## src/include/irs_pkg.sv

```systemverilog
// register map, fields, reset values and state codes.
// assumes one bus clock and a 3-bit register address.
package irs_pkg;

    // ==========================================================
    // register offsets
    localparam logic [2:0] REG_OWN_ADDR = 3'h0;
    localparam logic [2:0] REG_RATE = 3'h1;
    localparam logic [2:0] REG_CTRL = 3'h2;
    localparam logic [2:0] REG_TXDATA = 3'h3;
    localparam logic [2:0] REG_CMD = 3'h4;
    localparam logic [2:0] REG_STATUS = 3'h5;
    localparam logic [2:0] REG_IFLAG = 3'h6;
    localparam logic [2:0] REG_IMASK = 3'h7;

    // ==========================================================
    // reset values
    localparam logic [7:0] RST_OWN_ADDR = 8'h00;
    localparam logic [7:0] RST_RATE = 8'h00;
    localparam logic [7:0] RST_CTRL = 8'h00;
    localparam logic [7:0] RST_TXDATA = 8'h00;
    localparam logic [2:0] RST_IRQ = 3'h0;

    // ==========================================================
    // field positions
    localparam int ADDR_LSB = 1;       // slave address in bits 7..1
    localparam int MUL_MSB = 7;        // multiplier field bits 7..6
    localparam int MUL_LSB = 6;
    localparam int IDX_MSB = 5;        // rate index bits 5..0
    localparam int CTRL_EN = 0;
    localparam int CMD_START = 0;
    localparam int CMD_STOP = 1;
    localparam int IRQ_DONE = 0;
    localparam int IRQ_ARB = 1;
    localparam int IRQ_ADDR = 2;

    // multiplier field codes
    localparam logic [1:0] MUL_X1 = 2'h0;
    localparam logic [1:0] MUL_X2 = 2'h1;
    localparam logic [1:0] MUL_X4 = 2'h2;

    // index of the last bit, the acknowledge slot, and the address bit count
    localparam logic [3:0] LAST_BIT = 4'h8;
    localparam logic [3:0] ADDR_BITS = 4'h7;

    // ==========================================================
    // master engine states
    typedef enum logic [2:0] {
        ST_IDLE = 3'b000,
        ST_START = 3'b001,
        ST_LOW = 3'b010,
        ST_HIGH = 3'b011,
        ST_STOP_LOW = 3'b100,
        ST_STOP_HIGH = 3'b101
    } irs_state_t;

endpackage

```

## src/irs_rate_lookup.sv

```systemverilog
// rate index lookup: divider and three hold values.
// assumes a settled index; combinational.
module irs_rate_lookup
    import irs_pkg::*;
(
    input wire logic [5:0] rate_idx,
    output logic [11:0] scl_div,
    output logic [11:0] sda_hold,
    output logic [11:0] start_hold,
    output logic [11:0] stop_hold
);

    logic [47:0] ent;

    // ==========================================================
    // table: divider, data hold, start hold, stop hold
    always_comb begin // RQ3 RQ8
        unique case (rate_idx)
            6'h00: ent = {12'h014,12'h007,12'h006,12'h00B};
            6'h01: ent = {12'h016,12'h007,12'h007,12'h00C};
            6'h02: ent = {12'h018,12'h008,12'h008,12'h00D};
            6'h03: ent = {12'h01A,12'h008,12'h009,12'h00E};
            6'h04: ent = {12'h01C,12'h009,12'h00A,12'h00F};
            6'h05: ent = {12'h01E,12'h009,12'h00B,12'h010};
            6'h06: ent = {12'h022,12'h00A,12'h00D,12'h012};
            6'h07: ent = {12'h028,12'h00A,12'h010,12'h015};
            6'h08: ent = {12'h01C,12'h007,12'h00A,12'h00F};
            6'h09: ent = {12'h020,12'h007,12'h00C,12'h011};
            6'h0A: ent = {12'h024,12'h009,12'h00E,12'h013};
            6'h0B: ent = {12'h028,12'h009,12'h010,12'h015};
            6'h0C: ent = {12'h02C,12'h00B,12'h012,12'h017};
            6'h0D: ent = {12'h030,12'h00B,12'h014,12'h019};
            6'h0E: ent = {12'h038,12'h00D,12'h018,12'h01D};
            6'h0F: ent = {12'h044,12'h00D,12'h01E,12'h023};
            6'h10: ent = {12'h030,12'h009,12'h012,12'h019};
            6'h11: ent = {12'h038,12'h009,12'h016,12'h01D};
            6'h12: ent = {12'h040,12'h00D,12'h01A,12'h021};
            6'h13: ent = {12'h048,12'h00D,12'h01E,12'h025};
            6'h14: ent = {12'h050,12'h011,12'h022,12'h029};
            6'h15: ent = {12'h058,12'h011,12'h026,12'h02D};
            6'h16: ent = {12'h068,12'h015,12'h02E,12'h035};
            6'h17: ent = {12'h080,12'h015,12'h03A,12'h041};
            6'h18: ent = {12'h050,12'h009,12'h026,12'h029};
            6'h19: ent = {12'h060,12'h009,12'h02E,12'h031};
            6'h1A: ent = {12'h070,12'h011,12'h036,12'h039};
            6'h1B: ent = {12'h080,12'h011,12'h03E,12'h041};
            6'h1C: ent = {12'h090,12'h019,12'h046,12'h049};
            6'h1D: ent = {12'h0A0,12'h019,12'h04E,12'h051};
            6'h1E: ent = {12'h0C0,12'h021,12'h05E,12'h061};
            6'h1F: ent = {12'h0F0,12'h021,12'h076,12'h079};
            6'h20: ent = {12'h0A0,12'h011,12'h04E,12'h051};
            6'h21: ent = {12'h0C0,12'h011,12'h05E,12'h061};
            6'h22: ent = {12'h0E0,12'h021,12'h06E,12'h071};
            6'h23: ent = {12'h100,12'h021,12'h07E,12'h081};
            6'h24: ent = {12'h120,12'h031,12'h08E,12'h091};
            6'h25: ent = {12'h140,12'h031,12'h09E,12'h0A1};
            6'h26: ent = {12'h180,12'h041,12'h0BE,12'h0C1};
            6'h27: ent = {12'h1E0,12'h041,12'h0EE,12'h0F1};
            6'h28: ent = {12'h140,12'h021,12'h09E,12'h0A1};
            6'h29: ent = {12'h180,12'h021,12'h0BE,12'h0C1};
            6'h2A: ent = {12'h1C0,12'h041,12'h0DE,12'h0E1};
            6'h2B: ent = {12'h200,12'h041,12'h0FE,12'h101};
            6'h2C: ent = {12'h240,12'h061,12'h11E,12'h121};
            6'h2D: ent = {12'h280,12'h061,12'h13E,12'h141};
            6'h2E: ent = {12'h300,12'h081,12'h17E,12'h181};
            6'h2F: ent = {12'h3C0,12'h081,12'h1DE,12'h1E1};
            6'h30: ent = {12'h280,12'h041,12'h13E,12'h141};
            6'h31: ent = {12'h300,12'h041,12'h17E,12'h181};
            6'h32: ent = {12'h380,12'h081,12'h1BE,12'h1C1};
            6'h33: ent = {12'h400,12'h081,12'h1FE,12'h201};
            6'h34: ent = {12'h480,12'h0C1,12'h23E,12'h241};
            6'h35: ent = {12'h500,12'h0C1,12'h27E,12'h281};
            6'h36: ent = {12'h600,12'h101,12'h2FE,12'h301};
            6'h37: ent = {12'h780,12'h101,12'h3BE,12'h3C1};
            6'h38: ent = {12'h500,12'h081,12'h27E,12'h281};
            6'h39: ent = {12'h600,12'h081,12'h2FE,12'h301};
            6'h3A: ent = {12'h700,12'h101,12'h37E,12'h381};
            6'h3B: ent = {12'h800,12'h101,12'h3FE,12'h401};
            6'h3C: ent = {12'h900,12'h181,12'h47E,12'h481};
            6'h3D: ent = {12'hA00,12'h181,12'h4FE,12'h501};
            6'h3E: ent = {12'hC00,12'h201,12'h5FE,12'h601};
            6'h3F: ent = {12'hF00,12'h201,12'h77E,12'h781};
        endcase
    end

    // split the entry into its fields
    assign scl_div = ent[47:36];
    assign sda_hold = ent[35:24];
    assign start_hold = ent[23:12];
    assign stop_hold = ent[11:0];

endmodule // irs_rate_lookup

```

## src/irs_core.sv

```systemverilog
// two-wire bus controller setup: own address, rate and hold timing,
// a byte-wide master engine, address watch and interrupts.
// assumes synchronous pins and open-drain pads.
//
// The implementer's own choices: the register offsets and the plain strobed port.

// How it works
// (RQ1) own address taken from bits 7..1
// (RQ2) multiplier codes 1, 2, 4, reserved
// (RQ3) rate index picks divider and holds
// (RQ4) clock period is multiplier times divider
// (RQ5) data changes after scaled data hold
// (RQ6) clock falls after scaled start hold
// (RQ7) data released after scaled stop hold
// (RQ8) fastest clock is bus clock over twenty
// (RQ9) runs and interrupts during wait mode
// (RQ10) light stop freezes, deep stop resets
// (RQ11) lines only driven low, else released
// (RQ12) lost arbitration drops to slave, interrupts
// (RQ13) delays counted in cycles, restart at edges
module irs_core
    import irs_pkg::*;
(
    input wire logic sys_clk,
    input wire logic rst_n,
    input wire logic [2:0] reg_addr,
    input wire logic [7:0] reg_wdata,
    input wire logic reg_wr,
    input wire logic reg_rd,
    output logic [7:0] reg_rdata,
    input wire logic wait_mode,
    input wire logic stop_light,
    input wire logic stop_deep,
    input wire logic scl_i,
    output logic scl_o,
    output logic scl_oe,
    input wire logic sda_i,
    output logic sda_o,
    output logic sda_oe,
    output logic irq
);

    // ==========================================================
    // declarations
    logic clr;
    logic run;
    logic [7:0] own_addr_q;
    logic [7:0] rate_q;
    logic [7:0] ctrl_q;
    logic [7:0] tx_q;
    logic [2:0] iflag_q;
    logic [2:0] imask_q;
    logic [7:0] rdata_q;
    logic irq_q;
    irs_state_t state_q;
    logic [15:0] cnt_q;
    logic [3:0] bit_q;
    logic [8:0] shift_q;
    logic scl_oe_q;
    logic sda_oe_q;
    logic stop_after_q;
    logic ack_q;
    logic master_q;
    logic ev_done;
    logic ev_arb;
    logic ev_addr;
    logic scl_p_q;
    logic sda_p_q;
    logic mon_act_q;
    logic bus_busy_q;
    logic [3:0] rx_cnt_q;
    logic [6:0] rx_q;
    logic [1:0] sh;
    logic [11:0] scl_div;
    logic [11:0] sda_hold;
    logic [11:0] start_hold;
    logic [11:0] stop_hold;
    logic [15:0] half_m;
    logic [15:0] sda_m;
    logic [15:0] start_m;
    logic [15:0] stop_m;
    logic cmd_go;
    logic scl_rise;
    logic start_seen;
    logic stop_seen;

    // deep stop resets all; light stop freezes
    assign clr = !rst_n || stop_deep; // RQ10
    assign run = ctrl_q[CTRL_EN] && !stop_light; // RQ10 RQ9

    // ==========================================================
    // rate selection
    irs_rate_lookup u_lookup (
        .rate_idx(rate_q[IDX_MSB:0]),
        .scl_div(scl_div),
        .sda_hold(sda_hold),
        .start_hold(start_hold),
        .stop_hold(stop_hold)
    );

    // multiplier as a shift; reserved code acts as one
    always_comb begin // RQ2
        unique case (rate_q[MUL_MSB:MUL_LSB])
            MUL_X2: sh = 2'h1;
            MUL_X4: sh = 2'h2;
            default: sh = 2'h0;
        endcase
    end

    // scaled counts; dividers are even so half a period is exact
    assign half_m = 16'({4'h0, scl_div} << sh) >> 1; // RQ4
    assign sda_m = 16'({4'h0, sda_hold} << sh); // RQ5
    assign start_m = 16'({4'h0, start_hold} << sh); // RQ6
    assign stop_m = 16'({4'h0, stop_hold} << sh); // RQ7

    // command taken only while idle
    assign cmd_go = reg_wr && reg_addr == REG_CMD && state_q == ST_IDLE && run;

    // ==========================================================
    // master engine
    always_ff @(posedge sys_clk) begin
        ev_done <= 1'b0;
        ev_arb <= 1'b0;
        if (clr) begin
            state_q <= ST_IDLE;
            cnt_q <= 16'h0000;
            bit_q <= 4'h0;
            shift_q <= 9'h1FF;
            scl_oe_q <= 1'b0;
            sda_oe_q <= 1'b0;
            stop_after_q <= 1'b0;
            ack_q <= 1'b0;
            master_q <= 1'b0;
        end else if (!ctrl_q[CTRL_EN]) begin
            state_q <= ST_IDLE;
            scl_oe_q <= 1'b0; // RQ11
            sda_oe_q <= 1'b0; // RQ11
            master_q <= 1'b0;
        end else if (run) begin
            unique case (state_q)
                ST_IDLE: begin
                    if (cmd_go) begin
                        shift_q <= {tx_q, 1'b1};
                        bit_q <= 4'h0;
                        cnt_q <= 16'h0000;
                        stop_after_q <= reg_wdata[CMD_STOP];
                        master_q <= 1'b1;
                        if (reg_wdata[CMD_START] || !master_q) begin
                            scl_oe_q <= 1'b0;
                            sda_oe_q <= 1'b0;
                            state_q <= ST_START;
                        end else begin
                            state_q <= ST_LOW;
                        end
                    end
                end
                ST_START: begin
                    // data falls with clock high, clock falls after hold
                    if (!sda_oe_q) begin
                        cnt_q <= 16'h0000;
                        if (scl_i) begin
                            sda_oe_q <= 1'b1;
                        end
                    end else if (cnt_q >= start_m - 16'h0001) begin
                        scl_oe_q <= 1'b1; // RQ6
                        cnt_q <= 16'h0000;
                        state_q <= ST_LOW;
                    end else begin
                        cnt_q <= cnt_q + 16'h0001; // RQ13
                    end
                end
                ST_LOW: begin
                    // data moves only after the data hold from the fall
                    if (cnt_q == sda_m) begin
                        sda_oe_q <= ~shift_q[8]; // RQ5 RQ11
                    end
                    if (cnt_q >= half_m - 16'h0001) begin
                        scl_oe_q <= 1'b0; // RQ4
                        cnt_q <= 16'h0000;
                        state_q <= ST_HIGH;
                    end else begin
                        cnt_q <= cnt_q + 16'h0001; // RQ13
                    end
                end
                ST_HIGH: begin
                    if (!scl_i) begin
                        cnt_q <= 16'h0000; // RQ13
                    end else if (bit_q != LAST_BIT && !sda_oe_q && !sda_i) begin
                        // another master pulled data low: back off as slave
                        scl_oe_q <= 1'b0; // RQ12
                        sda_oe_q <= 1'b0;
                        master_q <= 1'b0;
                        ev_arb <= 1'b1;
                        state_q <= ST_IDLE;
                    end else if (cnt_q >= half_m - 16'h0001) begin
                        scl_oe_q <= 1'b1; // RQ4
                        cnt_q <= 16'h0000;
                        if (bit_q == LAST_BIT) begin
                            ack_q <= !sda_i;
                            ev_done <= 1'b1;
                            state_q <= stop_after_q ? ST_STOP_LOW : ST_IDLE;
                        end else begin
                            bit_q <= bit_q + 4'h1;
                            shift_q <= {shift_q[7:0], 1'b1};
                            state_q <= ST_LOW;
                        end
                    end else begin
                        cnt_q <= cnt_q + 16'h0001; // RQ13
                    end
                end
                ST_STOP_LOW: begin
                    // pull data low under a low clock, then let clock rise
                    if (cnt_q == sda_m) begin
                        sda_oe_q <= 1'b1; // RQ5
                    end
                    if (cnt_q >= half_m - 16'h0001) begin
                        scl_oe_q <= 1'b0;
                        cnt_q <= 16'h0000;
                        state_q <= ST_STOP_HIGH;
                    end else begin
                        cnt_q <= cnt_q + 16'h0001;
                    end
                end
                ST_STOP_HIGH: begin
                    // data released only after the stop hold from the rise
                    if (!scl_i) begin
                        cnt_q <= 16'h0000; // RQ13
                    end else if (cnt_q >= stop_m - 16'h0001) begin
                        sda_oe_q <= 1'b0; // RQ7
                        master_q <= 1'b0;
                        state_q <= ST_IDLE;
                    end else begin
                        cnt_q <= cnt_q + 16'h0001;
                    end
                end
                default: begin
                    state_q <= ST_IDLE;
                end
            endcase
        end
    end

    // ==========================================================
    // bus watch: start, stop and own-address match
    assign scl_rise = scl_i && !scl_p_q;
    assign start_seen = scl_i && scl_p_q && sda_p_q && !sda_i;
    assign stop_seen = scl_i && scl_p_q && !sda_p_q && sda_i;

    always_ff @(posedge sys_clk) begin
        ev_addr <= 1'b0;
        if (clr) begin
            scl_p_q <= 1'b1;
            sda_p_q <= 1'b1;
            mon_act_q <= 1'b0;
            bus_busy_q <= 1'b0;
            rx_cnt_q <= 4'h0;
            rx_q <= 7'h00;
        end else if (run) begin
            scl_p_q <= scl_i;
            sda_p_q <= sda_i;
            if (start_seen) begin
                mon_act_q <= 1'b1;
                bus_busy_q <= 1'b1;
                rx_cnt_q <= 4'h0;
            end else if (stop_seen) begin
                mon_act_q <= 1'b0;
                bus_busy_q <= 1'b0;
            end else if (scl_rise && mon_act_q) begin
                rx_q <= {rx_q[5:0], sda_i};
                rx_cnt_q <= rx_cnt_q + 4'h1;
                if (rx_cnt_q == ADDR_BITS) begin
                    // eighth bit is direction; address sits above it
                    mon_act_q <= 1'b0;
                    if (!master_q && rx_q == own_addr_q[7:ADDR_LSB]) begin
                        ev_addr <= 1'b1; // RQ1
                    end
                end
            end
        end
    end

    // ==========================================================
    // software registers
    always_ff @(posedge sys_clk) begin
        if (clr) begin
            own_addr_q <= RST_OWN_ADDR; // RQ10
            rate_q <= RST_RATE;
            ctrl_q <= RST_CTRL;
            tx_q <= RST_TXDATA;
            imask_q <= RST_IRQ;
        end else if (reg_wr) begin
            unique case (reg_addr)
                REG_OWN_ADDR: own_addr_q <= {reg_wdata[7:ADDR_LSB], 1'b0}; // RQ1
                REG_RATE: rate_q <= reg_wdata;
                REG_CTRL: ctrl_q <= {7'h00, reg_wdata[CTRL_EN]};
                REG_TXDATA: tx_q <= reg_wdata;
                REG_IMASK: imask_q <= reg_wdata[2:0];
                default: ;
            endcase
        end
    end

    // sticky events; a new event wins over a same-cycle clear
    always_ff @(posedge sys_clk) begin
        if (clr) begin
            iflag_q <= RST_IRQ;
        end else begin
            iflag_q <= (iflag_q & ~((reg_wr && reg_addr == REG_IFLAG) ? reg_wdata[2:0] : 3'h0))
                | {ev_addr, ev_arb, ev_done}; // RQ12
        end
    end

    // read data the cycle after the strobe
    always_ff @(posedge sys_clk) begin
        if (clr) begin
            rdata_q <= 8'h00;
        end else if (reg_rd) begin
            unique case (reg_addr)
                REG_OWN_ADDR: rdata_q <= own_addr_q;
                REG_RATE: rdata_q <= rate_q;
                REG_CTRL: rdata_q <= ctrl_q;
                REG_TXDATA: rdata_q <= tx_q;
                REG_CMD: rdata_q <= 8'h00;
                REG_STATUS: rdata_q <= {4'h0, bus_busy_q, ack_q, master_q,
                    state_q != ST_IDLE};
                REG_IFLAG: rdata_q <= {5'h00, iflag_q};
                REG_IMASK: rdata_q <= {5'h00, imask_q};
            endcase
        end else begin
            rdata_q <= 8'h00;
        end
    end

    // level interrupt, also the wake source in wait mode
    always_ff @(posedge sys_clk) begin
        if (clr) begin
            irq_q <= 1'b0;
        end else begin
            irq_q <= |(iflag_q & imask_q); // RQ9
        end
    end

    // ==========================================================
    // outputs; pads only ever pull low
    assign scl_o = 1'b0 & wait_mode; // RQ11
    assign sda_o = 1'b0;
    assign scl_oe = scl_oe_q;
    assign sda_oe = sda_oe_q;
    assign reg_rdata = rdata_q;
    assign irq = irq_q;

endmodule // irs_core

```

## config.mk

```make
export PLATFORM = sky130hd
export DESIGN_NAME = irs_core
export DESIGN_NICKNAME = d
export VERILOG_FILES = /design/src/include/irs_pkg.sv /design/src/irs_rate_lookup.sv /design/src/irs_core.sv
export SDC_FILE = /design/constraint.sdc
export NUM_CORES = 1
export LEC_CHECK = 0
export BUFFER_PORTS_ARGS = -buffer_cell sky130_fd_sc_hd__buf_2
export CAP_MARGIN = 40
export CORE_ASPECT_RATIO = 1.2
export CORE_MARGIN = 2
export CORE_UTILIZATION = 64
export CTS_CLUSTER_SIZE = 40
export DETAILED_ROUTE_END_ITERATION = 10
export PLACE_DENSITY = 0.93
export SKIP_LAST_GASP = 1
export SLEW_MARGIN = 30
export SYNTH_ARGS = -nofsm -noshare
export SYNTH_HDL_FRONTEND = slang
export SYNTH_SLANG_ARGS = --single-unit
```

## constraint.sdc

```tcl
create_clock -name sys_clk -period 6.9 [get_ports sys_clk]
set_clock_uncertainty 0.15 [all_clocks]
set_input_delay 0.69 -clock sys_clk [delete_from_list [all_inputs] [get_ports sys_clk]]
set_output_delay 0.69 -clock sys_clk [all_outputs]
set_load 0.05 [all_outputs]
```

# Word level (Yosys, flattened, before mapping)
# Memories as Yosys holds them, arrays and structs flattened. A register that Yosys moved wholly into a read port is not among the register bits.
# Index checks and enable logic that the tools add are counted.
# word_totals
rom_bits	2752
memories	1
output_inout_bits	13
wordCells	227
reg_bits	94
inputBits	20
# op_classes
order_cmp	3
muxes	72
n_addsub	6
bitwise	16
reduce_logical	60
n_shift	4
eq_ne	39
# mem_list
memory	depth	word_bits	rd	rd_ports_with_merged_regs	write_ports	line	rtl
(name not given)	64	43	1	1	0	irs_rate_lookup.sv:18	unique case (rate_idx)
# op_table
op	n
$mux 16	8
$pmux 16 s5	1
$pmux 8 s8	1
$shl 12x2->16	4
$ge 16x16->1	3
$mux 9	5
$mux 3	13
$mux 4	8
$sub 16x1->16 const B	2
$ne 2x2->1 const B	15
$mux 1	26
$reduce_and 10->1	2
$eq 3x3->1 const B	6
$pmux 3 s6	1
$pmux 9 s2	1
$add 16x1->16 const B	1
$eq 16x16->1	1
$sub 15x1->16 const B	1
$logic_and 1x1->1	15
$reduce_and 7->1	2
$eq 3x2->1 const B	4
$mux 6	2
$not 1->1	12
$reduce_and 2->1	6
37 further kinds	60

# Longest topological paths before layout
# logic_depth
ltp_word	9
mapped_depth	25
mapped_depth_nobuf	18

# Hierarchy
# Synthesis repeated with hierarchy kept, for this count alone.
# unflattened
cells_unflattened	1287
hier_area_um2	9323.9
# by_module_without_submodules
module	seq_area_each_um2	n_inst	area_per_inst_um2	cells_per_inst
irs_core	1861.8	1	8161.6	1096
irs_rate_lookup	0.0	1	1162.4	191

# Worst setup path after synthesis
# Ideal clock, no wire load.
# synth_timing
path_kind	flip-flop to flip-flop
from	register rate_q[6]
to	register cnt_q[4]
path_buffers	7
arrival_time_ns	4.644
slack_ns	2.032
t_required_ns	6.676
synth_period_minus_slack_ns	4.868
setup_time_ns	0.074
path_stages_with_launch	25
path_cell_list	dfxtp_1 > buf_6 > buf_6 > buf_2 > buf_2 > buf_2 > buf_2 > mux2i_1 > nor2_1 > a31oi_1 > ha_1 > inv_1 > a2111o_1 > nor3_2 > o21ai_1 > a211o_1 > ha_1 > a21o_1 > a21o_1 > a22oi_1 > nand3_1 > a21oi_1 > clkbuf_1 > o211ai_1 > a31oi_1
# synth_via
elab_chain_cells	9
word_cells_on_any_way	20
classes_between	add/sub: 3; order compare: 3; eq/ne: 3; shift: 3; mux: 7; reduce/logical: 1
# synth_lines
item	line	rtl
start: declaration	irs_core.sv:48	logic [7:0] rate_q;
start signal: assignment	irs_core.sv:294	REG_RATE: rate_q <= reg_wdata;
$eq 2x2->1 / $eq 2x1->1 (equally long branches)	irs_core.sv:103	unique case (rate_q[MUL_MSB:MUL_LSB])
$pmux 2 s2 *	irs_core.sv:103	
$shl 12x2->16	irs_core.sv:111	assign half_m = 16'({4'h0, scl_div} << sh) >> 1;
$sub 15x1->16	irs_core.sv:177, irs_core.sv:195, irs_core.sv:216	
$ge 16x16->1	irs_core.sv:177, irs_core.sv:195, irs_core.sv:216	
$mux 16	irs_core.sv:177, irs_core.sv:195, irs_core.sv:216	
$mux 16	irs_core.sv:188	end else if (bit_q != LAST_BIT && !sda_oe_q && !sda_i) begin
$mux 16	irs_core.sv:186	if (!scl_i) begin
$pmux 16 s5	irs_core.sv:140	unique case (state_q)
end signal: assignment	irs_core.sv:182	cnt_q <= cnt_q + 16'h0001;
end signal: assignment	irs_core.sv:208	cnt_q <= cnt_q + 16'h0001;
end signal: assignment	irs_core.sv:221	cnt_q <= cnt_q + 16'h0001;
end: declaration	irs_core.sv:56	logic [15:0] cnt_q;
# Every way passes the cells marked *; elsewhere a longest branch is shown, timed or not. The select of a mux whose other input is x is not followed.
# A chain may end at the register's enable or synchronous reset.

# Worst setup path after layout
# layout_timing
from	register rate_q[6]
to	register cnt_q[15]
# Same word-level chain as after synthesis.

==> results.txt <==
Inserted Clock Buffers: 17
Count of final max-slew check failures: 0
Routed vias: 9735
Depth of the most critical reg-to-reg path: 17
Synthesized-area fraction occupied by ao, oa, aoi and oai cells: 22.6%
Kind of launch point of the worst setup path: flip-flop
Final total negative setup slack: 0 ns
Global-route wire length before repair: 44500 um
Drt first pass iters: 7
Critical path class: reg -> reg
Basic-gate share of the synthesized area counting and, or, nand and nor cells: 22.9%
Cell Chain, Critical Path: buf_4, or2b_1, o21ai_0, o21ai_0, or2_2, or4_4, o311a_1, o22ai_1, ha_1, a21oi_1, o21ai_0, a21o_1, a2bb2oi_1, o21ai_1, buf_4, nor2_1, o221ai_1
Most common cell type on the critical path: sky130_fd_sc_hd__o21ai_0
Share of cells above drive strength 1: 8.62%
Area Growth Syn to Fin: 6.67%
Slew Limit Headroom: 44.6%
Count of pins on the block boundary: 33
Synth Register Bits: 129
Routed metal-1 wirelength: 10200 um
Antenna violations before repair: 0
DRC violation total after the first TritonRoute iteration: 1304
Number of design rule violations left after detail routing: 0
Primary flip-flop cell chosen by synthesis mapping: sky130_fd_sc_hd__dfxtp_1
Synth Area in XOR/XNOR: 5.14%
Crit-path max FO: 58
Share of flip-flops with an asynchronous set or reset after synthesis: 0%
Die width: 116 um
Least setup slack across all paths after layout: 1.41 ns
Die area: 16200 sq um
Shortest period the worst path allows: 5.49 ns
Final Net Count: 1314
Hold-fix buffer count after cts: 0
Number of distinct library cells after synthesis: 89
Die height: 139 um
Depth of the critical timing path with buffers and inverters included: 17
Quantity of gates resized following cts: 0
Detail Placement HPWL: 18300 um
Clock tree from TritonCTS: done
Number of global-route vias before repair: 9131
Type of the most critical hold path: reg -> reg
Share of synthesized area spent on multiplexers: 9.06%
Crit path required time: 7.04 ns
Antenna diodes: 0
Max rail drop VDD: 0.181 mV
Synth Area in Adders: 8.25%
Antenna violation net count after detailed routing: 0
Reported leakage power: 3.92 nW
Row cnt: 49
Cell type with the largest total area after synthesis: sky130_fd_sc_hd__dfxtp_1
Hold_sp: scl_oe$_SDFFE_PP0P_
Start point of the critical path: rate_q[6]$_SDFFE_PP0P_
Worst Tran Pin Value: 0.831 ns
Number of endpoints failing setup at the final stage: 0
Largest net degree at the start of global routing: 64
Highest Signal Layer: met4
Post-Route Utilization: 69.5%
Met3 routed WL: 2380 um
Port buffer count: 29
RSZ-0062 raised after global routing: no
Post-synthesis cell area: 9710 sq um
Count of filler cells inserted in the layout: 1080
Mean area per synthesized cell: 7.70 sq um
Worst-case clock buffer depth: 2
Largest family of logic cells by synthesized area: simple AND/OR/NAND/NOR gates
Hold Violations, Final: 0
Number of H-tree levels: 4
Clock root buffer: sky130_fd_sc_hd__clkbuf_16
Clock-pin slew on the worst setup and hold paths: 0.06 ns
Per-cell via count in the routed design: 6.73
Number of stages on the worst hold path: 2
Aggregate global-route resource usage: 34.2%
Leading cell types by count after synthesis: 168 x sky130_fd_sc_hd__nand2_1, 129 x sky130_fd_sc_hd__dfxtp_1, 112 x sky130_fd_sc_hd__nor2_1
Clock sinks: 129
Run status: finished, final reports clean
Average wire per cell in the routed design: 19.0 um
Post-route clock period utilization: 79.6%
Reg2reg start: rate_q[6]$_SDFFE_PP0P_
Synth warnings: 0
Achievable frequency: 182 MHz
Initial cell density of the core: 65.2%
Detailed route wirelength on metal2: 13100 um
Arr. time, crit path: 5.63 ns
CP delay by family, top: compound AO/OA/AOI/OAI gates
Gp weighted congestion: 0.995
Synth Instances: 1261
Worst Path Buf+Inv: 2
CP max-delay cell: sky130_fd_sc_hd__dfxtp_4
EDFF count, synth: 0
Reported max-cap violation count: 0
Worst setup EP type: flip-flop
Insertion delay of the later-clocked pin in the worst-skew pair: 0.42 ns
Area share of the largest cell type after synthesis: 26.6%
Dominant cells by area after synthesis: sky130_fd_sc_hd__dfxtp_1 27%, sky130_fd_sc_hd__ha_1 8.2%, sky130_fd_sc_hd__mux2i_1 7.5%, sky130_fd_sc_hd__nand2_1 6.5%, sky130_fd_sc_hd__a21oi_1 5.2%
Delay of the slowest critical-path stage: 0.76 ns
Setup Buffers After CTS: 0
Overflow left after global routing: 0
Power per cell area: 168 nW/um^2
Sequential cell area fraction in the yosys report: 26.6%
Core box area: 14900 sq um
Dominant cell by count in the synthesized netlist: sky130_fd_sc_hd__nand2_1
Worst slack after detailed placement: 1.57 ns
Total length of routed wires: 27500 um
[final cells by class]
type | instances | area [sq um] | share of cell area [%]
clock buffer | 20 | 478 | 4.61
tap | 204 | 255 | 2.46
clock inverter | 11 | 103 | 0.990
sequential | 129 | 2590 | 25.0
inverter | 31 | 116 | 1.12
multi-input combinational | 1013 | 6610 | 63.8
timing repair buffer | 38 | 210 | 2.03
[metrics by stage]
stage	hold slack [ns]	total power (W)	std cells	cell area, sq um
global route	0.330	0.00178	1446	10400
global placement	0.270	0.000862	1414	9770
CTS	0.322	0.00173	1445	10400
detailed placement	0.287	0.000864	1414	9770
finish	0.319	0.00174	1446	10400
floorplan	0.263	0.000841	1262	9710
[final timing paths]
kind                                  to  slack, ns
hold reg to reg      scl_oe$_SDFFE_PP0P_       0.32
setup reg to reg  cnt_q[15]$_SDFFE_PP0P_       1.41
hold / removal       scl_oe$_SDFFE_PP0P_       0.32
setup / recovery  cnt_q[15]$_SDFFE_PP0P_       1.41
[where the power goes]
group          switching [W]  internal, W
logic              0.0000644    0.0000328
registers         0.00000727     0.000749
clock network       0.000353     0.000535
[state kept, by name, summed over array words and instances (netlist names), 3 cells and up]
| signal | flops |
|---|---|
| rx_q | 7 |
| state_q | 3 |
| iflag_q | 3 |
| bit_q | 4 |
| rx_cnt_q | 4 |
| reg_rdata | 8 |
| imask_q | 3 |
| tx_q | 8 |
| rate_q | 8 |
| u_lookup.ent | 36 |
| own_addr_q | 7 |
| shift_q | 8 |
| cnt_q | 16 |
[cells by family after synthesis]
group,after synthesis
DFF,129
buffers and inverters,120
muxes,86
and+or+nand+nor,468
other,1
xor gates and xnor gates,57
AOI/OAI and AO/OA,336
adders and majority gates,64
[per-layer routing]
| layer | global-route usage, % | vias up |
|---|---|---|
| li1 | - | 4508 |
| met1 | 41.3 | 4407 |
| met2 | 56.2 | 642 |
| met3 | 5.51 | 178 |
| met4 | 20.9 | 0 |
| met5 | 0 | - |
[worst register-to-register path, stage by stage, from the launching register on]
cell and delay [ns]:
sky130_fd_sc_hd__dfxtp_4 0.76, sky130_fd_sc_hd__buf_4 0.63, sky130_fd_sc_hd__or2b_1 0.33, sky130_fd_sc_hd__o21ai_0 0.07, sky130_fd_sc_hd__o21ai_0 0.19, sky130_fd_sc_hd__or2_2 0.41, sky130_fd_sc_hd__or4_4 0.47, sky130_fd_sc_hd__o311a_1 0.31
sky130_fd_sc_hd__o22ai_1 0.14, sky130_fd_sc_hd__ha_1 0.18, sky130_fd_sc_hd__a21oi_1 0.06, sky130_fd_sc_hd__o21ai_0 0.52, sky130_fd_sc_hd__a21o_1 0.18, sky130_fd_sc_hd__a2bb2oi_1 0.15, sky130_fd_sc_hd__o21ai_1 0.08, sky130_fd_sc_hd__buf_4 0.22
sky130_fd_sc_hd__nor2_1 0.36, sky130_fd_sc_hd__o221ai_1 0.16
[layout by cell type, fill, tap and decap left out, drive strengths merged, types with 21 or more instances in the layout]
cell,instances
o21ai,59
buf,37
inv,33
nand2,169
dfxtp,129
clkbuf,21
nor3,41
ha,64
nand3,32
mux2i,74
nor2,112
o211ai,38
xnor2,37
a21oi,101
Power figures use the tool's default switching activity.
